### config.mk
export PLATFORM = sky130hd
export DESIGN_NAME = eia_ext_irq
export DESIGN_NICKNAME = d
export VERILOG_FILES = /design/src/hw/eia_ext_irq.v
export VERILOG_INCLUDE_DIRS = /design/src /design/src/hw
export SDC_FILE = /design/constraint.sdc
export NUM_CORES = 1
export LEC_CHECK = 0
export BUFFER_PORTS_ARGS = -buffer_cell sky130_fd_sc_hd__buf_2
export CAP_MARGIN = 10
export CORE_UTILIZATION = 50
export CTS_BUF_LIST = sky130_fd_sc_hd__clkbuf_2 sky130_fd_sc_hd__clkbuf_4 sky130_fd_sc_hd__clkbuf_8
export CTS_CLUSTER_SIZE = 24
export DETAILED_ROUTE_END_ITERATION = 10
export MAX_ROUTING_LAYER = met4
export PLACE_DENSITY = 0.73
export SETUP_SLACK_MARGIN = 0.05
export SLEW_MARGIN = 5
export SYNTH_ARGS = -nofsm -noshare
export SYNTH_HDL_FRONTEND = slang
export SYNTH_SLANG_ARGS = --single-unit
export TNS_END_PERCENT = 30
### constraint.sdc
create_clock -name mclk -period 7.3 [get_ports mclk]
set_input_delay 0.73 -clock mclk [delete_from_list [all_inputs] [get_ports mclk]]
set_output_delay 0.73 -clock mclk [all_outputs]
set_load 0.02 [all_outputs]
### src/hw/eia_map.vh
`ifndef EIA_MAP_VH
`define EIA_MAP_VH
// Register word indices (byte address on the bus is index times four)
`define EIA_IDX_RISE_LO 16'hff48
`define EIA_IDX_FALL_LO 16'hff49
`define EIA_IDX_RISE_HI 16'hff4a
`define EIA_IDX_FALL_HI 16'hff4b
`define EIA_IDX_REQ 16'hff4c
`define EIA_IDX_MASK 16'hff4d
`define EIA_IDX_LEVEL 16'hff4e
`define EIA_IDX_STATUS 16'hff4f
`define EIA_IDX_SHIFT 2
`define EIA_ADDR_W 18
// Reset values
`define EIA_RST_EDGE 8'h00
`define EIA_RST_STATUS 8'h02
`define EIA_RST_MASK 10'h3ff
`define EIA_RST_LEVEL 10'h3ff
// Status word fields
`define EIA_BIT_IE 7
`define EIA_BIT_ISP 1
// Upper edge registers hold two live bits
`define EIA_HI_BITS 2
// Acceptance latency (clocks)
`define EIA_LAT_HIGH 7
`define EIA_LAT_LOW 8
`define EIA_LAT_CNT_W 4
// Core operation codes
`define EIA_OP_NONE 3'h0
`define EIA_OP_ALLOW 3'h1
`define EIA_OP_BLOCK 3'h2
`define EIA_OP_SAVE 3'h3
`define EIA_OP_LOAD 3'h4
`define EIA_OP_RETURN 3'h5
`define EIA_OP_TRAP_RET 3'h6
`define EIA_OP_W 3
// Acceptance states
`define EIA_ST_IDLE 2'h0
`define EIA_ST_WAIT 2'h1
`define EIA_ST_PUSH_SW 2'h2
`define EIA_ST_PUSH_PC 2'h3
`endif

### src/hw/eia_ext_irq.v
// What this block does
// Rise/fall enable pair selects detected edge
// Edge configuration for external inputs 0..9
// Software keeps upper bits 2..7 zero
// Software clears enables before port use
// Status word resets to 02H
// Status word byte/bit access, allow/block ops; code takes them only in EIA_ST_IDLE, dropping them during an acceptance
// Save pushes, returns and load restore; code takes these ops only in EIA_ST_IDLE, dropping them during an acceptance
// Eligible when request set, mask clear
// Accepted only while accept enable set
// High handler active refuses low requests
// High level servicing after 7..32 clocks
// Low level servicing after 8..33 clocks
// Divide instruction may stretch latency
// Higher programmed level accepted first
// Same level: lowest index wins
// Refused requests stay pending
// Push status, push PC, clear enable, vector
// Level bit copied into in-service bit
// In-service bit 0 while high handler
// Level bit 0 means high priority
// Pins sampled and compared to previous
//
// The Wishbone register port is this design's own decision.
`timescale 1ns/1ps
`include "eia_map.vh"
module eia_ext_irq #(
  parameter NPIN = 10,
  parameter PC_W = 16,
  parameter VEC_BASE = 16'h0006
) (
  input wire mclk,
  input wire reset,
  input wire clkEn,
  input wire [NPIN-1:0] extIrqPin,
  input wire [`EIA_ADDR_W-1:0] wbAdr,
  input wire [31:0] wbDatI,
  input wire [3:0] wbSel,
  input wire wbWe,
  input wire wbCyc,
  input wire wbStb,
  output reg [31:0] wbDatO,
  output reg wbAck,
  input wire [`EIA_OP_W-1:0] coreOp,
  input wire [7:0] coreStackData,
  input wire [PC_W-1:0] corePc,
  input wire coreBusy,
  output reg stackPush,
  output reg [PC_W-1:0] stackPushData,
  output reg pcLoad,
  output reg [PC_W-1:0] pcVector,
  output reg [3:0] ackIndex,
  output reg [7:0] statusWord
);
  reg [NPIN-1:0] riseEn_q;
  reg [NPIN-1:0] fallEn_q;
  reg [NPIN-1:0] pinPrev_q;
  reg [NPIN-1:0] reqFlag_q;
  reg [NPIN-1:0] maskFlag_q;
  reg [NPIN-1:0] levelSel_q;
  reg [1:0] state_q;
  reg [`EIA_LAT_CNT_W-1:0] latCnt_q;
  reg [3:0] winIdx_q;
  reg winLvl_q;
  reg [NPIN-1:0] edgeHit;
  reg [NPIN-1:0] eligible;
  reg [NPIN-1:0] candidate;
  reg [3:0] pick;
  reg pickValid;
  reg [NPIN-1:0] clrReq;
  reg [31:0] rdData;
  wire [`EIA_ADDR_W-3:0] wordIdx;
  wire wbReq;
  wire wbWr;
  wire laneWr;
  integer i;

  // Lowest-numbered set bit of a vector
  function [4:0] firstSet;
    input [NPIN-1:0] v;
    integer k;
    begin
      firstSet = 5'h00;
      for (k = NPIN - 1; k >= 0; k = k - 1) begin
        if (v[k]) begin
          firstSet = {1'b1, k[3:0]};
        end
      end
    end
  endfunction

  assign wordIdx = wbAdr[`EIA_ADDR_W-1:`EIA_IDX_SHIFT];
  assign wbReq = wbCyc && wbStb && !wbAck;
  assign wbWr = wbReq && wbWe;
  assign laneWr = wbSel[0];

  always @* begin
    edgeHit = {NPIN{1'b0}};
    for (i = 0; i < NPIN; i = i + 1) begin
      // edge select decode
      // compare with previous
      edgeHit[i] = (riseEn_q[i] && extIrqPin[i] && !pinPrev_q[i]) ||
                   (fallEn_q[i] && !extIrqPin[i] && pinPrev_q[i]);
    end
  end

  always @* begin
    // request set, mask clear
    eligible = reqFlag_q & ~maskFlag_q;
    // high level first
    // level zero is high
    if ((eligible & ~levelSel_q) != {NPIN{1'b0}}) begin
      candidate = eligible & ~levelSel_q;
    end else begin
      candidate = eligible;
    end
    // refuse low while high in service
    if (!statusWord[`EIA_BIT_ISP]) begin
      candidate = candidate & ~levelSel_q;
    end
    // default priority by index
    {pickValid, pick} = firstSet(candidate);
  end

  always @* begin
    rdData = 32'h00000000;
    case (wordIdx)
      `EIA_IDX_RISE_LO: rdData[7:0] = riseEn_q[7:0];
      `EIA_IDX_FALL_LO: rdData[7:0] = fallEn_q[7:0];
      `EIA_IDX_RISE_HI: rdData[`EIA_HI_BITS-1:0] = riseEn_q[NPIN-1:8];
      `EIA_IDX_FALL_HI: rdData[`EIA_HI_BITS-1:0] = fallEn_q[NPIN-1:8];
      `EIA_IDX_REQ: rdData[NPIN-1:0] = reqFlag_q;
      `EIA_IDX_MASK: rdData[NPIN-1:0] = maskFlag_q;
      `EIA_IDX_LEVEL: rdData[NPIN-1:0] = levelSel_q;
      `EIA_IDX_STATUS: rdData[7:0] = statusWord;
      default: rdData = 32'h00000000;
    endcase
  end

  always @* begin
    clrReq = {NPIN{1'b0}};
    if (state_q == `EIA_ST_PUSH_SW) begin
      clrReq[winIdx_q] = 1'b1;
    end
  end

  always @(posedge mclk) begin
    if (reset) begin
      riseEn_q <= {NPIN{1'b0}};
      fallEn_q <= {NPIN{1'b0}};
      pinPrev_q <= {NPIN{1'b0}};
      reqFlag_q <= {NPIN{1'b0}};
      maskFlag_q <= `EIA_RST_MASK;
      levelSel_q <= `EIA_RST_LEVEL;
      // status word reset
      statusWord <= `EIA_RST_STATUS;
      state_q <= `EIA_ST_IDLE;
      latCnt_q <= {`EIA_LAT_CNT_W{1'b0}};
      winIdx_q <= 4'h0;
      winLvl_q <= 1'b1;
      wbAck <= 1'b0;
      wbDatO <= 32'h00000000;
      stackPush <= 1'b0;
      stackPushData <= {PC_W{1'b0}};
      pcLoad <= 1'b0;
      pcVector <= {PC_W{1'b0}};
      ackIndex <= 4'h0;
    end else if (clkEn) begin
      pinPrev_q <= extIrqPin;
      wbAck <= wbReq;
      wbDatO <= wbReq ? rdData : 32'h00000000;
      stackPush <= 1'b0;
      pcLoad <= 1'b0;
      // pending until accepted; set wins over clear
      reqFlag_q <= (reqFlag_q & ~clrReq) | edgeHit;
      if (wbWr && laneWr) begin
        case (wordIdx)
          // ten inputs split over two pairs
          `EIA_IDX_RISE_LO: riseEn_q[7:0] <= wbDatI[7:0];
          `EIA_IDX_FALL_LO: fallEn_q[7:0] <= wbDatI[7:0];
          // upper bits not stored
          `EIA_IDX_RISE_HI: riseEn_q[NPIN-1:8] <= wbDatI[`EIA_HI_BITS-1:0];
          `EIA_IDX_FALL_HI: fallEn_q[NPIN-1:8] <= wbDatI[`EIA_HI_BITS-1:0];
          `EIA_IDX_REQ: reqFlag_q <= wbDatI[NPIN-1:0] | edgeHit;
          `EIA_IDX_MASK: maskFlag_q <= wbDatI[NPIN-1:0];
          `EIA_IDX_LEVEL: levelSel_q <= wbDatI[NPIN-1:0];
          default: ;
        endcase
      end
      case (state_q)
        `EIA_ST_IDLE: begin
          // byte write and core ops
          if (wbWr && laneWr && wordIdx == `EIA_IDX_STATUS) begin
            statusWord <= wbDatI[7:0];
          end else if (coreOp == `EIA_OP_ALLOW) begin
            statusWord[`EIA_BIT_IE] <= 1'b1;
          end else if (coreOp == `EIA_OP_BLOCK) begin
            statusWord[`EIA_BIT_IE] <= 1'b0;
          // restore on returns and load
          end else if (coreOp == `EIA_OP_LOAD || coreOp == `EIA_OP_RETURN ||
                       coreOp == `EIA_OP_TRAP_RET) begin
            statusWord <= coreStackData;
          end else if (coreOp == `EIA_OP_SAVE) begin
            stackPush <= 1'b1;
            stackPushData <= {{(PC_W-8){1'b0}}, statusWord};
          // accept enable gate
          end else if (pickValid && statusWord[`EIA_BIT_IE]) begin
            winIdx_q <= pick;
            winLvl_q <= levelSel_q[pick];
            latCnt_q <= {`EIA_LAT_CNT_W{1'b0}};
            state_q <= `EIA_ST_WAIT;
          end
        end
        `EIA_ST_WAIT: begin
          // busy core stalls the count
          if (!coreBusy) begin
            latCnt_q <= latCnt_q + 1'b1;
          end
          // high level latency
          // low level latency
          if (!coreBusy && latCnt_q >= (winLvl_q ? `EIA_LAT_LOW - 3 : `EIA_LAT_HIGH - 3)) begin
            state_q <= `EIA_ST_PUSH_SW;
          end
        end
        `EIA_ST_PUSH_SW: begin
          // push status first
          stackPush <= 1'b1;
          stackPushData <= {{(PC_W-8){1'b0}}, statusWord};
          statusWord[`EIA_BIT_IE] <= 1'b0;
          // copy level into in-service
          statusWord[`EIA_BIT_ISP] <= winLvl_q;
          state_q <= `EIA_ST_PUSH_PC;
        end
        `EIA_ST_PUSH_PC: begin
          // push PC and load vector in the same cycle
          stackPush <= 1'b1;
          stackPushData <= corePc;
          pcLoad <= 1'b1;
          pcVector <= VEC_BASE + {{(PC_W-5){1'b0}}, winIdx_q, 1'b0};
          ackIndex <= winIdx_q;
          state_q <= `EIA_ST_IDLE;
        end
        default: state_q <= `EIA_ST_IDLE;
      endcase
    end
  end
endmodule // eia_ext_irq

# Word-level counts from Yosys, hierarchy flattened
# Index checks and enable logic that the tools add are counted.
# classes
addsub,2
magnitude_cmp,4
mux,61
eq_ne,32
reduce_logical,103
bitwise_logic,14
# ops
op,count
"16-bit equality test, second input constant",8
16-bit two-way mux,5
10-bit two-way mux,6
5-bit two-way mux,10
1-bit logical AND,48
16-bit one-hot mux with 3 select lines,1
10-bit bitwise AND,4
6-bit one-hot mux with 6 select lines,1
10-bit NOT,3
4-bit two-way mux,7
1-bit logical NOT,22
"2-bit inequality test, second input constant",11
3-bit AND reduction,7
10-bit OR,2
8-bit two-way mux,2
2-bit one-hot mux with 8 select lines,1
8-bit AND reduction,2
2-bit two-way mux,7
7-bit two-way mux,2
1-bit logical OR,12
1-bit two-way mux,11
"4-bit by 5-bit < comparator with 1-bit output, second input constant",2
5-bit AND reduction,2
10-bit nonzero test,1
other kinds (25),39
# totals
regBits,150
out_inout_bits,79
in_bits,98

# Logic depth before layout (Yosys ltp)
# logic_depth
ltp_word,25
ltp_mapped,9
depth_no_buf,9

# Worst setup path before layout
# No wires, ideal clock.
# synth_timing
path_type,input to register
startpoint,input wbAdr[7]
endpoint,register stackPushData[15]
required_ps,7168
setup_slack_ps,4320
path_stages,9
arrival_time_ps,2848
path_cell_list,or4b_4 or4_1 nor3_1 buf_4 or3_1 a211oi_2 clkbuf_1 nand3_1 a21oi_1
# synth_between
elab_chain_len,4
# synth_lines
item,line_no,rtl
from (decl),eia_ext_irq.v:36,"input wire [`EIA_ADDR_W-1:0] wbAdr,"
16-bit equality test,n/a,
1-bit logical AND (no line),n/a,
2-bit inequality test (no line),n/a,
7-bit AND reduction (no line),n/a,
to (signal assigned),eia_ext_irq.v:164,stackPushData <= {PC_W{1'b0}};
to (signal assigned),eia_ext_irq.v:205,"stackPushData <= {{(PC_W-8){1'b0}}, statusWord};"
to (signal assigned),eia_ext_irq.v:228,"stackPushData <= {{(PC_W-8){1'b0}}, statusWord};"
to (decl),eia_ext_irq.v:49,"output reg [PC_W-1:0] stackPushData,"
# No other way between the ends.
# A chain may end at the register's enable or synchronous reset.

# Final worst setup path
# layout_timing
startpoint,input wbAdr[7]
endpoint,register levelSel_q[6]
# layout_between
elab_chain_len,2
# layout_lines
item,line_no,rtl
16-bit equality test,eia_ext_irq.v:177,case (wordIdx)
3-bit AND reduction (no line),n/a,
to (signal assigned),eia_ext_irq.v:154,levelSel_q <= `EIA_RST_LEVEL;
to (signal assigned),eia_ext_irq.v:186,`EIA_IDX_LEVEL: levelSel_q <= wbDatI[NPIN-1:0];
to (decl),eia_ext_irq.v:60,reg [NPIN-1:0] levelSel_q;
# No other way between the ends.

==> flow_summary.json <==
{
  "remaining_drc_errors": 0,
  "fin_setup_tns_ns": 0,
  "criticalPathCategory": "in -> reg",
  "p_seq_frac": 0.457,
  "min_from": "stackPushData[10]",
  "rsz0062_at_grt": "false",
  "pwr-share-clk": 0.463,
  "ys.flop_type": "dfxtp_1",
  "syn_area_sq_um": 6430,
  "drive_gt1_frac": 0.212,
  "outcome": "completed",
  "first_pass_iters": 5,
  "nets": 987,
  "vias_per_cell": 5.65,
  "fin_util": 0.593,
  "cts_root_buf": "clkbuf_8",
  "p_switching_mw": 0.360,
  "yosys_warnings": 0,
  "syn_inst": 778,
  "numCtsBuffers": 17,
  "hold_viol_final": 0,
  "clk_pin_slew_worst_paths_ns": 0.08,
  "ioPinCount": 177,
  "rr_worst_depth": 6,
  "seq_area_frac_synth": 0.364,
  "cts_max_path_buffers": 2,
  "slowest_stage": "nor4_1",
  "die_area_sq_um": 13300,
  "cts_setup_buffers": 0,
  "fin_skew_ns": 0.00869,
  "fin_hold_ws_ns": 0.449,
  "drtAntennaViolNets": 0,
  "drt-wirelength-per-cell_um": 17.0,
  "hold_end": "stackPushData[10]",
  "drv_slew": 0,
  "antenna_found_initial": 0,
  "maxSlewHeadroom": 0.221,
  "die_h_um": 115,
  "endpoint_kind": "register",
  "clock_latency_ns": 0.45,
  "p_int_mw": 1.07,
  "leakage_nw": 2.84,
  "critPathLaunchType": "primary input",
  "switching_share": 0.251,
  "synth_cell_types": 71,
  "gp_congestion": 0.985,
  "cts_tree": "done",
  "cts_hold_buf": 0,
  "synth-seq-cells": 117,
  "hold_path_class": "reg -> reg",
  "area_delta_synth_final_pct": 15.9,
  "drtIter0Drc": 476,
  "routed_wl_mm": 18.0,
  "p_comb_frac": 0.081,
  "hold_depth": 2,
  "cts_sinks": 117,
  "fmax_mhz": 312,
  "period_share": 0.439,
  "period_needed_ns": 3.20,
  "ys_async_sr_fraction": 0,
  "grt_pass1_wl_mm": 28.0,
  "n_fill_cell": 1154,
  "cts_max_level": 4,
  "grt_remaining_overflow": 0,
  "power_density_nw_per_um2": 192,
  "track_usage": 0.287,
  "cp_data_required_time_ns": 7.61,
  "finalSetupViolCount": 0,
  "vias": 6008,
  "crit_chain": "buf_2 > or4b_4 > nor4_1 > nand2_1 > nor2_1 > and3_1 > mux2i_1 > nand2_1",
  "post-dp-hpwl_mm": 12.8,
  "core_area_sq_um": 12600,
  "reg2reg_to": "levelSel_q[6]",
  "die_w_um": 115,
  "ir_drop_mv": 0.201,
  "grt_pass1_vias": 5306,
  "path_max_fanout": 10,
  "synth_edf_count": 0,
  "cpMostUsedCell": "nand2_1",
  "post_cts_resized": 0,
  "tightest_slew_ns": 1.16,
  "max_cap_violations": 0,
  "grt_max_degree": 95,
  "avgSynthCellArea_sq_um": 8.27,
  "p_total_mw": 1.43,
  "start_util": 0.512,
  "worst_ep_arrival_time_ns": 3.51,
  "r2r_slack_ns": 4.32,
  "slowest_delay_ns": 0.67,
  "rows": 41,
  "io_buffer_count": 116,
  "reg2reg_from": "wbAck",
  "n_antenna_cell": 0
}
-- cell usage in the layout, fill, tap and decap left out, types with 5 or more instances in the layout --
master       n
a211oi_1    17
clkbuf_8    19
nor4_1      10
dfxtp_1    117
mux2i_1     56
nand2b_1    12
ha_1        11
or3_1        5
a2bb2oi_1    9
conb_1      33
nand3_1     28
and3_1      11
nor2_1      84
nor3b_1      7
a22oi_1     13
o211ai_1     5
buf_2      116
nor2b_1      6
a31oi_1     12
nand4_1      5
buf_4       10
nand2_1    102
nor3_1      10
inv_1       10
o21ai_0     30
nand3b_1    11
a21oi_1     60
-- worst max-delay path: cells and delay by family --
kind          cells  cell delay [ns]
mux               1             0.27
simple gates      6             2.42
buf+inv           1             0.09
-- cells by family after synthesis --
kind of cell               share of synthesized area
AOI/OAI and AO/OA                              0.185
xor gates and xnor gates                     0.00409
adders and majority gates                     0.0214
buffers and inverters                         0.0720
DFF                                            0.364
muxes                                          0.105
other                                       0.000583
and+or+nand+nor                                0.248
-- Yosys cell counts, types with 7 or more instances --
master     number  area share
dfxtp_1       117        0.36
a31oi_1        12       0.012
nor3_1         11      0.0086
a2bb2oi_1       9       0.012
a211oi_1       17       0.020
inv_1          10      0.0058
ha_1           11       0.021
nand3b_1       11       0.013
nand2_1       102       0.060
mux2i_1        56       0.087
a21oi_1        60       0.047
nor2_1         84       0.049
and3_1         11       0.011
buf_4          34       0.040
nor3b_1         7      0.0082
a22oi_1        13       0.015
clkbuf_1       33       0.019
nand2b_1       12       0.012
nand3_1        28       0.022
nor4_1         11       0.011
o21ai_0        30       0.023
-- per-stage QoR --
stage | setup WS [ns] | instance area, sq um | cells
after global placement | 3.71 | 7010 | 1031
after CTS | 4.15 | 7450 | 1063
final | 4.10 | 7450 | 1063
after global routing | 3.91 | 7450 | 1063
after floorplan | 4.32 | 6550 | 810
after detailed placement | 3.67 | 7010 | 1031
-- final cells by class --
type / count / area, sq um / area share
well taps: 172 / 215 / 0.0289
repair buffers: 126 / 656 / 0.0880
clock buffers: 19 / 262 / 0.0351
clock inverters: 13 / 179 / 0.0240
flip-flops and latches: 117 / 2340 / 0.314
inverters: 11 / 41.3 / 0.00554
multi-input cells: 605 / 3760 / 0.504
-- power by group through the flow --
stage	logic, mW	registers, mW	clock network [mW]
after global routing	0.126	0.654	0.698
after global placement	0.113	0.668	0
final	0.116	0.654	0.663
after detailed placement	0.114	0.668	0
after floorplan	0.0774	0.671	0
after CTS	0.114	0.654	0.671
-- how the worst max path moves through the flow --
stage,start,end,slack (ns),cells past startpoint
floorplan,wbAdr[7],stackPushData[15],4.32,9
global placement,wbAdr[7],levelSel_q[9],3.71,8
detailed placement,wbAdr[7],levelSel_q[6],3.67,8
CTS,wbAdr[7],levelSel_q[6],4.15,8
global route,wbAdr[7],fallEn_q[4],3.91,7
finish,wbAdr[7],levelSel_q[6],4.10,8
-- registers in the layout, indices dropped and copies added (netlist names), 5 cells and up --
signal         cells
pinPrev_q         10
riseEn_q          10
pcVector           5
levelSel_q        10
wbDatO            10
reqFlag_q         10
stackPushData     16
statusWord         8
fallEn_q          10
maskFlag_q        10
-- per-layer routing --
layer / wire length, um / up-vias / share of wire / track usage
li1: - / 2946 / - / -
met1: 7990 / 2774 / 0.44 / 0.365
met2: 7810 / 256 / 0.43 / 0.422
met3: 1670 / 32 / 0.093 / 0.0821
met4: 548 / 0 / 0.030 / 0.126
met5: 0 / - / 0 / -
Note: power is estimated with default switching activity, not from simulation.
